[config.mk]
export PLATFORM = sky130hd
export DESIGN_NAME = iod_decoder
export DESIGN_NICKNAME = d
export VERILOG_FILES = /design/src/rtl/iod_decoder.v /design/src/rtl/iod_classify.v /design/src/rtl/iod_modrm.v
export VERILOG_INCLUDE_DIRS = /design/src /design/src/rtl
export SDC_FILE = /design/constraint.sdc
export NUM_CORES = 1
export LEC_CHECK = 0
export BUFFER_PORTS_ARGS = -buffer_cell sky130_fd_sc_hd__buf_2
export CORE_UTILIZATION = 37
export CTS_BUF_LIST = sky130_fd_sc_hd__clkbuf_16
export DETAILED_ROUTE_END_ITERATION = 6
export SYNTH_ARGS = -nofsm -noshare
export SYNTH_HDL_FRONTEND = slang
export SYNTH_HIERARCHICAL = 1
export SYNTH_SLANG_ARGS = --single-unit
[constraint.sdc]
create_clock -name CLK -period 7.8 [get_ports CLK]
set_clock_uncertainty 0.15 [all_clocks]
set_input_delay 2.34 -clock CLK [delete_from_list [all_inputs] [get_ports CLK]]
set_output_delay 2.34 -clock CLK [all_outputs]
set_load 0.01 [all_outputs]
[src/rtl/iod_regs.vh]
// Constants for the instruction opcode decoder: register map, fields,
// reset values, opcode patterns and decoded operation codes.
// Assumes inclusion by bare name from the decoder modules.
`ifndef IOD_REGS_VH
`define IOD_REGS_VH

// ------------------------------------------------------------
// APB register map (byte addresses)
// ------------------------------------------------------------
`define IOD_ADDR_CTRL 12'h000
`define IOD_ADDR_STATUS 12'h004
`define IOD_ADDR_COUNT 12'h008
`define IOD_ADDR_LAST 12'h00C

`define IOD_CTRL_EN_BIT 0
`define IOD_CTRL_CLR_BIT 1
`define IOD_CTRL_RESET 1'b1

// ------------------------------------------------------------
// Opcode patterns
// ------------------------------------------------------------
`define IOD_OPC_SET_DF 8'hFD
`define IOD_OPC_SET_IF 8'hFB
`define IOD_OPC_TABLE 8'hD7
`define IOD_OPC_WAIT 8'h9B
`define IOD_OPC_PFX_EXTRA 8'h26
`define IOD_OPC_PFX_STACK 8'h36
`define IOD_TEST_IMM_REG 3'h0
`define IOD_GRP_SUB_REG 3'h5
`define IOD_GRP_XOR_REG 3'h6

// ------------------------------------------------------------
// Decoded operation codes
// ------------------------------------------------------------
`define IOD_OP_NONE 4'h0
`define IOD_OP_SET_DF 4'h1
`define IOD_OP_SET_IF 4'h2
`define IOD_OP_STR_STORE 4'h3
`define IOD_OP_SUB 4'h4
`define IOD_OP_TEST 4'h5
`define IOD_OP_WAIT 4'h6
`define IOD_OP_SWAP 4'h7
`define IOD_OP_TABLE 4'h8
`define IOD_OP_XOR 4'h9
`define IOD_OP_GROUP 4'hF

// Immediate kinds
`define IOD_IMM_NONE 2'h0
`define IOD_IMM_BYTE 2'h1
`define IOD_IMM_WORD 2'h2
`define IOD_IMM_SEXT 2'h3

// Segment override codes
`define IOD_SEG_DEFAULT 2'h0
`define IOD_SEG_EXTRA 2'h1
`define IOD_SEG_STACK 2'h2

// Group check kinds
`define IOD_GRP_NONE 2'h0
`define IOD_GRP_TEST 2'h1
`define IOD_GRP_ARITH 2'h2

`endif

[src/rtl/iod_decoder.v]
// Instruction opcode decoder top: takes bytes from the fetch queue, collects
// operand bytes and hands one decoded instruction at a time to execution.
// Assumes a byte handshake on FQ_VALID/FQ_READY, EX_READY from execution,
// and an APB master for the control and status registers.
//
// Functional notes
// - Opcode FD sets direction flag, no operands
// - Opcode FB sets interrupt-enable flag, no operands
// - 84/85 flag-only conjunction, addressing byte, no write
// - F6/F7 needs middle field 000, imm 1/2
// - A8/A9 accumulator conjunction, immediate low then high
// - 28-2B subtract, direction and width bits, addressing
// - D7 table lookup, result to accumulator low byte
// - Prefix 26 selects extra segment for next
// - Prefix 36 selects stack segment for next
//
// The APB register port and the register offsets were left to the implementer.
`timescale 1ns/1ns
`include "iod_regs.vh"

module iod_decoder (
   input wire CLK,               // Core clock, 20 MHz
   input wire RESET,             // Synchronous reset, active high
   input wire FQ_VALID,          // Fetch queue byte available
   input wire [7:0] FQ_BYTE,     // Fetch queue byte
   output reg FQ_READY,          // Decoder takes a byte
   output reg EX_VALID,          // Decoded instruction available
   input wire EX_READY,          // Execution takes the instruction
   output reg [3:0] EX_OP,       // Decoded operation
   output reg [7:0] EX_OPCODE,   // Raw opcode byte
   output reg EX_HAS_MODRM,      // Addressing-form byte present
   output reg [7:0] EX_MODRM,    // Addressing-form byte
   output reg [15:0] EX_DISP,    // Displacement, sign-extended if 8-bit
   output reg [15:0] EX_IMM,     // Immediate, extended if 8-bit
   output reg EX_WIDE,           // Word operation
   output reg EX_TO_REG,         // Register field is destination
   output reg [1:0] EX_SEG,      // Segment override for memory operand
   output reg EX_FLAGS_ONLY,     // Update flags, write no result
   output reg EX_SET_DF,         // Set direction flag
   output reg EX_SET_IF,         // Set interrupt-enable flag
   output reg EX_DEST_AL,        // Result goes to accumulator low byte
   output reg EX_INVALID,        // Opcode not decodable
   input wire PSEL,              // APB select
   input wire PENABLE,           // APB access phase
   input wire PWRITE,            // APB write
   input wire [11:0] PADDR,      // APB byte address
   input wire [31:0] PWDATA,     // APB write data
   output reg [31:0] PRDATA,     // APB read data
   output reg PREADY,            // APB ready
   output reg PSLVERR            // APB error on unmapped address
);

   // ------------------------------------------------------------
   // States
   // ------------------------------------------------------------
   localparam [2:0] S_OPC = 3'h0;
   localparam [2:0] S_MODRM = 3'h1;
   localparam [2:0] S_DLO = 3'h2;
   localparam [2:0] S_DHI = 3'h3;
   localparam [2:0] S_ILO = 3'h4;
   localparam [2:0] S_IHI = 3'h5;
   localparam [2:0] S_OUT = 3'h6;

   reg [2:0] state;
   reg [2:0] next_state;
   reg [1:0] seg_pend;
   reg [1:0] imm_kind;
   reg [1:0] grp;
   reg [1:0] disp_len;
   reg ctrl_en;
   reg [15:0] cnt_issued;
   reg [15:0] cnt_invalid;

   wire take = FQ_VALID & FQ_READY;
   wire [7:0] cls_byte = (state == S_OPC) ? FQ_BYTE : EX_OPCODE;
   wire [7:0] mrm_byte = (state == S_MODRM) ? FQ_BYTE : EX_MODRM;
   wire [3:0] c_op;
   wire c_modrm;
   wire [1:0] c_imm;
   wire [1:0] c_grp;
   wire [1:0] c_prefix;
   wire c_invalid;
   wire [1:0] m_disp;
   wire [3:0] m_op;
   wire m_bad;

   iod_classify u_classify (
      .opcode(cls_byte),
      .op(c_op),
      .has_modrm(c_modrm),
      .imm_kind(c_imm),
      .grp(c_grp),
      .prefix(c_prefix),
      .invalid(c_invalid)
   );

   iod_modrm u_modrm (
      .modrm(mrm_byte),
      .grp(grp),
      .disp_len(m_disp),
      .grp_op(m_op),
      .reg_bad(m_bad)
   );

   wire is_prefix = (c_prefix != `IOD_SEG_DEFAULT);
   wire issue = (next_state == S_OUT) && (state != S_OUT);

   // ------------------------------------------------------------
   // Byte sequencing
   // ------------------------------------------------------------
   always @* begin
      next_state = state;
      case (state)
         S_OPC: begin
            if (take && !is_prefix) begin
               if (c_invalid) begin
                  next_state = S_OUT;
               end else if (c_modrm) begin
                  next_state = S_MODRM;
               end else if (c_imm != `IOD_IMM_NONE) begin
                  next_state = S_ILO;
               end else begin
                  next_state = S_OUT;
               end
            end
         end
         S_MODRM: begin
            if (take) begin
               if (m_bad) begin
                  next_state = S_OUT;
               end else if (m_disp != 2'h0) begin
                  next_state = S_DLO;
               end else if (imm_kind != `IOD_IMM_NONE) begin
                  next_state = S_ILO;
               end else begin
                  next_state = S_OUT;
               end
            end
         end
         S_DLO: begin
            if (take) begin
               if (disp_len == 2'h2) begin
                  next_state = S_DHI;
               end else if (imm_kind != `IOD_IMM_NONE) begin
                  next_state = S_ILO;
               end else begin
                  next_state = S_OUT;
               end
            end
         end
         S_DHI: begin
            if (take) begin
               next_state = (imm_kind != `IOD_IMM_NONE) ? S_ILO : S_OUT;
            end
         end
         S_ILO: begin
            if (take) begin
               next_state = (imm_kind == `IOD_IMM_WORD) ? S_IHI : S_OUT;
            end
         end
         S_IHI: begin
            if (take) begin
               next_state = S_OUT;
            end
         end
         S_OUT: begin
            if (EX_READY) begin
               next_state = S_OPC;
            end
         end
         default: begin
            next_state = S_OPC;
         end
      endcase
   end

   // ------------------------------------------------------------
   // Instruction fields
   // ------------------------------------------------------------
   always @(posedge CLK) begin
      if (RESET) begin
         state <= S_OPC;
         FQ_READY <= 1'b0;
         EX_VALID <= 1'b0;
         seg_pend <= `IOD_SEG_DEFAULT;
         imm_kind <= `IOD_IMM_NONE;
         grp <= `IOD_GRP_NONE;
         disp_len <= 2'h0;
         EX_OP <= `IOD_OP_NONE;
         EX_OPCODE <= 8'h00;
         EX_HAS_MODRM <= 1'b0;
         EX_MODRM <= 8'h00;
         EX_DISP <= 16'h0000;
         EX_IMM <= 16'h0000;
         EX_WIDE <= 1'b0;
         EX_TO_REG <= 1'b0;
         EX_SEG <= `IOD_SEG_DEFAULT;
         EX_FLAGS_ONLY <= 1'b0;
         EX_SET_DF <= 1'b0;
         EX_SET_IF <= 1'b0;
         EX_DEST_AL <= 1'b0;
         EX_INVALID <= 1'b0;
      end else begin
         state <= next_state;
         // Ready drops while an instruction waits, so bytes back up in the queue
         FQ_READY <= ctrl_en && (next_state != S_OUT);
         if (issue) begin
            EX_VALID <= 1'b1;
         end else if (state == S_OUT && EX_READY) begin
            EX_VALID <= 1'b0;
         end
         if (state == S_OPC && take) begin
            if (is_prefix) begin
               // A later prefix replaces an earlier one
               seg_pend <= c_prefix;
            end else begin
               EX_OPCODE <= FQ_BYTE;
               EX_OP <= c_op;
               EX_HAS_MODRM <= c_modrm;
               EX_MODRM <= 8'h00;
               EX_DISP <= 16'h0000;
               EX_IMM <= 16'h0000;
               imm_kind <= c_imm;
               grp <= c_grp;
               EX_WIDE <= (c_op == `IOD_OP_TABLE) ? 1'b0 : FQ_BYTE[0];
               EX_TO_REG <= c_modrm && (c_grp == `IOD_GRP_NONE) && FQ_BYTE[1];
               EX_SEG <= seg_pend;
               seg_pend <= `IOD_SEG_DEFAULT;
               EX_FLAGS_ONLY <= (c_op == `IOD_OP_TEST);
               EX_SET_DF <= (c_op == `IOD_OP_SET_DF);
               EX_SET_IF <= (c_op == `IOD_OP_SET_IF);
               EX_DEST_AL <= (c_op == `IOD_OP_TABLE);
               EX_INVALID <= c_invalid;
            end
         end
         if (state == S_MODRM && take) begin
            EX_MODRM <= FQ_BYTE;
            disp_len <= m_disp;
            if (grp == `IOD_GRP_ARITH) begin
               EX_OP <= m_op;
            end
            if (m_bad) begin
               EX_INVALID <= 1'b1;
               EX_OP <= `IOD_OP_NONE;
            end
         end
         if (state == S_DLO && take) begin
            EX_DISP <= {{8{FQ_BYTE[7] & (disp_len == 2'h1)}}, FQ_BYTE};
         end
         if (state == S_DHI && take) begin
            EX_DISP[15:8] <= FQ_BYTE;
         end
         if (state == S_ILO && take) begin
            EX_IMM <= {{8{FQ_BYTE[7] & (imm_kind == `IOD_IMM_SEXT)}}, FQ_BYTE};
         end
         if (state == S_IHI && take) begin
            EX_IMM[15:8] <= FQ_BYTE;
         end
      end
   end

   // ------------------------------------------------------------
   // APB slave
   // ------------------------------------------------------------
   // One wait state: PREADY rises in the second access cycle
   wire apb_done = PSEL & PENABLE & PREADY;
   wire apb_wr = apb_done & PWRITE;
   wire hit_ctrl = (PADDR == `IOD_ADDR_CTRL);
   wire hit_status = (PADDR == `IOD_ADDR_STATUS);
   wire hit_count = (PADDR == `IOD_ADDR_COUNT);
   wire hit_last = (PADDR == `IOD_ADDR_LAST);
   wire mapped = hit_ctrl | hit_status | hit_count | hit_last;
   wire clr_cnt = apb_wr & hit_ctrl & PWDATA[`IOD_CTRL_CLR_BIT];
   wire issue_bad = issue & ((state == S_OPC) ? c_invalid : m_bad);

   always @(posedge CLK) begin
      if (RESET) begin
         PREADY <= 1'b0;
         PRDATA <= 32'h00000000;
         PSLVERR <= 1'b0;
         ctrl_en <= `IOD_CTRL_RESET;
         cnt_issued <= 16'h0000;
         cnt_invalid <= 16'h0000;
      end else begin
         PREADY <= PSEL & PENABLE & ~PREADY;
         if (PSEL & PENABLE & ~PREADY) begin
            PSLVERR <= ~mapped;
            PRDATA <= 32'h00000000;
            if (!PWRITE) begin
               if (hit_ctrl) begin
                  PRDATA <= {31'h00000000, ctrl_en};
               end else if (hit_status) begin
                  PRDATA <= {24'h000000, EX_VALID, seg_pend, FQ_READY, 1'b0, state};
               end else if (hit_count) begin
                  PRDATA <= {cnt_invalid, cnt_issued};
               end else if (hit_last) begin
                  PRDATA <= {16'h0000, EX_OP, 3'h0, EX_INVALID, EX_OPCODE};
               end
            end
         end else begin
            PSLVERR <= 1'b0;
         end
         if (apb_wr & hit_ctrl) begin
            ctrl_en <= PWDATA[`IOD_CTRL_EN_BIT];
         end
         // An issue in the clearing cycle still counts
         if (clr_cnt) begin
            cnt_issued <= {15'h0000, issue};
            cnt_invalid <= {15'h0000, issue_bad};
         end else begin
            cnt_issued <= cnt_issued + {15'h0000, issue};
            cnt_invalid <= cnt_invalid + {15'h0000, issue_bad};
         end
      end
   end

endmodule

[src/rtl/iod_classify.v]
// Opcode byte classifier: pure combinational lookup of one opcode byte.
// Assumes the caller presents a stable byte and uses results the same cycle.
`timescale 1ns/1ns
`include "iod_regs.vh"

module iod_classify (
   input wire [7:0] opcode,      // Opcode byte under test
   output reg [3:0] op,          // Decoded operation
   output reg has_modrm,         // Addressing-form byte follows
   output reg [1:0] imm_kind,    // Immediate size after operand bytes
   output reg [1:0] grp,         // Middle field needs checking
   output reg [1:0] prefix,      // Segment prefix code, default if none
   output reg invalid            // Byte matches no decoded pattern
);

   always @* begin
      op = `IOD_OP_NONE;
      has_modrm = 1'b0;
      imm_kind = `IOD_IMM_NONE;
      grp = `IOD_GRP_NONE;
      prefix = `IOD_SEG_DEFAULT;
      invalid = 1'b0;
      if (opcode == `IOD_OPC_SET_DF) begin
         op = `IOD_OP_SET_DF;
      end else if (opcode == `IOD_OPC_SET_IF) begin
         op = `IOD_OP_SET_IF;
      end else if (opcode == `IOD_OPC_TABLE) begin
         op = `IOD_OP_TABLE;
      end else if (opcode == `IOD_OPC_WAIT) begin
         op = `IOD_OP_WAIT;
      end else if (opcode == `IOD_OPC_PFX_EXTRA) begin
         prefix = `IOD_SEG_EXTRA;
      end else if (opcode == `IOD_OPC_PFX_STACK) begin
         prefix = `IOD_SEG_STACK;
      end else if (opcode[7:1] == 7'h55) begin
         op = `IOD_OP_STR_STORE;
      end else if (opcode[7:1] == 7'h42) begin
         op = `IOD_OP_TEST;
         has_modrm = 1'b1;
      end else if (opcode[7:1] == 7'h7B) begin
         op = `IOD_OP_TEST;
         has_modrm = 1'b1;
         grp = `IOD_GRP_TEST;
         imm_kind = opcode[0] ? `IOD_IMM_WORD : `IOD_IMM_BYTE;
      end else if (opcode[7:1] == 7'h54) begin
         op = `IOD_OP_TEST;
         imm_kind = opcode[0] ? `IOD_IMM_WORD : `IOD_IMM_BYTE;
      end else if (opcode[7:2] == 6'h0A) begin
         op = `IOD_OP_SUB;
         has_modrm = 1'b1;
      end else if (opcode[7:1] == 7'h16) begin
         op = `IOD_OP_SUB;
         imm_kind = opcode[0] ? `IOD_IMM_WORD : `IOD_IMM_BYTE;
      end else if (opcode[7:2] == 6'h0C) begin
         op = `IOD_OP_XOR;
         has_modrm = 1'b1;
      end else if (opcode[7:1] == 7'h1A) begin
         op = `IOD_OP_XOR;
         imm_kind = opcode[0] ? `IOD_IMM_WORD : `IOD_IMM_BYTE;
      end else if (opcode[7:1] == 7'h43) begin
         op = `IOD_OP_SWAP;
         has_modrm = 1'b1;
      end else if (opcode[7:3] == 5'h12) begin
         op = `IOD_OP_SWAP;
      end else if (opcode[7:2] == 6'h20 && opcode[1:0] != 2'h2) begin
         // Sign-extend form with byte width is not a legal encoding
         op = `IOD_OP_GROUP;
         has_modrm = 1'b1;
         grp = `IOD_GRP_ARITH;
         case (opcode[1:0])
            2'h1: imm_kind = `IOD_IMM_WORD;
            2'h3: imm_kind = `IOD_IMM_SEXT;
            default: imm_kind = `IOD_IMM_BYTE;
         endcase
      end else begin
         invalid = 1'b1;
      end
   end

endmodule

[src/rtl/iod_modrm.v]
// Addressing-form byte decoder: displacement length and middle-field check.
// Assumes the group kind comes from the classifier for the same instruction.
`timescale 1ns/1ns
`include "iod_regs.vh"

module iod_modrm (
   input wire [7:0] modrm,       // Addressing-form byte
   input wire [1:0] grp,         // Middle field check kind
   output reg [1:0] disp_len,    // Displacement bytes, 0 to 2
   output reg [3:0] grp_op,      // Operation chosen by middle field
   output reg reg_bad            // Middle field not allowed
);

   always @* begin
      case (modrm[7:6])
         2'h0: disp_len = (modrm[2:0] == 3'h6) ? 2'h2 : 2'h0;
         2'h1: disp_len = 2'h1;
         2'h2: disp_len = 2'h2;
         default: disp_len = 2'h0;
      endcase
      grp_op = `IOD_OP_NONE;
      reg_bad = 1'b0;
      case (grp)
         `IOD_GRP_TEST: begin
            reg_bad = (modrm[5:3] != `IOD_TEST_IMM_REG);
         end
         `IOD_GRP_ARITH: begin
            if (modrm[5:3] == `IOD_GRP_SUB_REG) begin
               grp_op = `IOD_OP_SUB;
            end else if (modrm[5:3] == `IOD_GRP_XOR_REG) begin
               grp_op = `IOD_OP_XOR;
            end else begin
               reg_bad = 1'b1;
            end
         end
         default: begin
            reg_bad = 1'b0;
         end
      endcase
   end

endmodule

==> run metrics <==
Post-synth EDFFs=0; asr flop ratio synth=0; GRT Util Overall=0.202; Worst-Margin Slew=1.13 ns; Synth warnings=6; most common cell after layout, fill and taps aside=dfxtp_1; Setup crit start kind=primary input; global-route wire length before repair=28600 µm; Mapped Area=6550 µm²; Port Buffer Count=126; vias in the first global route=5217; CP endpoint kind=flop; Clk Latency, worst-skew pair=0.42 ns; Worst Path Buf+Inv=2; Final WS setup=1.78 ns; fin nets=937; fmax=166 MHz; gr ovfl total=0; syn_area_per_cell=8.42 µm²; CP Depth=19; vias=5889; fillcell total=1746; Hold Buf Count CTS=0; post-synthesis sequential area ratio=0.434; setup TNS=0 ns; Final Cycle Share=0.772; Hold Crit Class=reg2reg; RSZ-0062 raised after global routing=no; area added between synthesis and finish=18.7%; DRC=0; share of post-route cells with drive strength above 1=0.209; # diodes=0; #FFs+latches synth=142; Max-slew headroom=0.238; Reg clk slew, reported paths=0.05 ns; Placed Instance Area=7250 µm²; Finished Cell Area=7770 µm²; initial antenna violation count=2; Req. time, crit path=7.95 ns; pwr/cell area=217 nW/µm²; Post-DRT Antenna Nets=0; CP peak stage delay=0.53 ns; Reg2Reg Setup Slack=2.62 ns; outcome=completed; R2R cell count=19; count of boundary I/O pins=157; number of DRC markers after the initial detailed-route iteration=391; CTS resizes=0; static leakage=3.15 nW; minimum clock period=6.02 ns; num rows=48; htree depth=4; Final Power=1.69 mW; setup bufs post-CTS=0; clock buffer count from CTS=17; CP endpoint=cnt_invalid[14]; final WL=18100 µm; ys flop type=dfxtp_1; Via density=5.31; Layout Utilization=0.450; final hold violation count=0; final-report setup violation count=0; Post-Place Worst Slack=1.37 ns; reg2reg end=cnt_invalid[14]; DPL Wire Length=12400 µm; Max Slew Vio Count=0; drt pass-1 iters=5; CTS tree=done; Core Area=17300 µm²; worst path arrival time=6.17 ns; origin of the worst setup path=FQ_BYTE[7]; largest net degree at the start of global routing=78; most frequent cell on the critical path=nor2_1; Routed WL per cell=16.3 µm; cell family with most CP delay=simple AND/OR/NAND/NOR gates; cells along the critical path=buf_2 > nand2_1 > nand2_1 > or4b_4 > or4_4 > clkinv_2 > a211oi_2 > nor2_1 > nor3_1 > o21ai_2 > a21o_1 > nor2_1 > ha_1 > ha_1 > and3_1 > nand3_1 > nor3_1 > xnor2_1 > nor2_1; gpl congestion=0.851; die area=18200 µm²; Bufs on Longest Clock Path=2; clk root buf=clkbuf_16; Num Clock Sinks=142; Max VDD drop=0.000149 V; most frequent cells in the layout=142 x dfxtp_1, 129 x nor2_1, 125 x buf_2; worst r2r src=state[0]; syn_nets=843; initial cell density of the core=0.379; worst-path fanout max=13; type of the worst setup path=in2reg; CP max stage cell=or4b_4; Max-Cap Viols=0; Synth cell types=70; Die Span X=135 µm; cells after synthesis=778; Chip Height=135 µm
per-stage QoR:
step                hold WS [ns]  std cells
CTS                        0.301       1109
floorplan                  0.295        778
global placement           0.283       1078
global route               0.316       1109
finish                     0.297       1109
detailed placement         0.291       1078
worst reg2reg max path, cell delays in order, from the launching register on:
cell	delay [ns]
dfxtp_1	0.47
nor3_1	0.81
nand2_1	0.12
nand2_1	0.37
or4b_4	0.53
or4_4	0.53
clkinv_2	0.11
a211oi_2	0.05
nor2_1	0.20
nor3_1	0.10
o21ai_2	0.17
a21o_1	0.23
nor2_1	0.08
ha_1	0.21
ha_1	0.20
and3_1	0.21
nand3_1	0.21
nor3_1	0.09
xnor2_1	0.14
nor2_1	0.06
metal layers:
| layer | up-vias | global-route usage | wire (µm) |
|---|---|---|---|
| li1 | 2910 | - | - |
| met3 | 19 | 0.0548 | 1050 |
| met2 | 178 | 0.296 | 8040 |
| met1 | 2780 | 0.287 | 8760 |
| met4 | 2 | 0.0556 | 210 |
| met5 | - | 0 | 8 |
flip-flops by register name, indices dropped and copies added (netlist names), 2 cells and up:
name and flops:
EX_OP 4, EX_DISP 16, PRDATA 32, grp 2, seg_pend 2, EX_OPCODE 8
disp_len 2, cnt_issued 16, EX_MODRM 8, imm_kind 2, cnt_invalid 16, EX_SEG 2
state 3, EX_IMM 16
where the power goes:
| group | internal [mW] | total, mW | switching, mW |
|---|---|---|---|
| Combinational | 0.0648 | 0.200 | 0.135 |
| Sequential | 0.738 | 0.754 | 0.0154 |
| Clock | 0.429 | 0.736 | 0.307 |
worst min path at each step:
| stage | start | endpoint | slack (ns) | depth (start not counted) |
|---|---|---|---|---|
| after floorplan | seg_pend[0] | EX_SEG[0] | 0.29 | 2 |
| after global placement | PRDATA[7] | PRDATA[7] | 0.28 | 2 |
| after detailed placement | PRDATA[7] | PRDATA[7] | 0.29 | 2 |
| after CTS | EX_WIDE | EX_WIDE | 0.30 | 2 |
| after global routing | EX_SEG[0] | EX_SEG[0] | 0.32 | 2 |
| final | EX_WIDE | EX_WIDE | 0.30 | 2 |
final cells by class:
type	instances	area, µm²	area share
well taps	225	282	0.0362
clock inverters	14	104	0.0134
repair buffers	132	678	0.0872
inverters	20	76.3	0.00982
clock buffers	17	425	0.0547
flip-flops and latches	142	2840	0.366
multi-input cells	559	3370	0.433
kinds of logic after synthesis:
family,synth area share
compound gates,0.165
buf+inv,0.0523
fa+ha+maj,0.0130
other cells,0.000572
simple gates,0.254
flops,0.434
mux,0.0407
xor+xnor,0.0401
cell usage after synthesis, types with 3 or more instances:
| master | instances | area share |
|---|---|---|
| a211oi_1 | 4 | 0.0046 |
| a21oi_1 | 26 | 0.020 |
| a221oi_1 | 16 | 0.021 |
| a22oi_1 | 50 | 0.057 |
| a2bb2oi_1 | 6 | 0.0080 |
| a31oi_1 | 4 | 0.0038 |
| and2_1 | 6 | 0.0057 |
| and3_1 | 5 | 0.0048 |
| and4_1 | 4 | 0.0053 |
| and4b_1 | 5 | 0.0076 |
| buf_2 | 9 | 0.0069 |
| buf_4 | 3 | 0.0034 |
| buf_6 | 4 | 0.0069 |
| clkbuf_1 | 41 | 0.023 |
| dfxtp_1 | 142 | 0.43 |
| ha_1 | 6 | 0.011 |
| inv_1 | 19 | 0.011 |
| mux2_2 | 13 | 0.022 |
| mux2i_1 | 12 | 0.018 |
| nand2_1 | 96 | 0.055 |
| nand2b_1 | 13 | 0.012 |
| nand3_1 | 14 | 0.011 |
| nand3b_1 | 6 | 0.0069 |
| nand4_1 | 4 | 0.0038 |
| nand4b_1 | 3 | 0.0040 |
| nor2_1 | 129 | 0.074 |
| nor2b_1 | 9 | 0.0086 |
| nor3_1 | 22 | 0.017 |
| nor3b_1 | 5 | 0.0057 |
| nor4_1 | 7 | 0.0067 |
| o21ai_0 | 18 | 0.014 |
| o21bai_1 | 3 | 0.0034 |
| o31ai_1 | 3 | 0.0034 |
| xnor2_1 | 18 | 0.024 |
| xor2_1 | 12 | 0.016 |
Note: power is estimated with default switching activity, not from simulation.
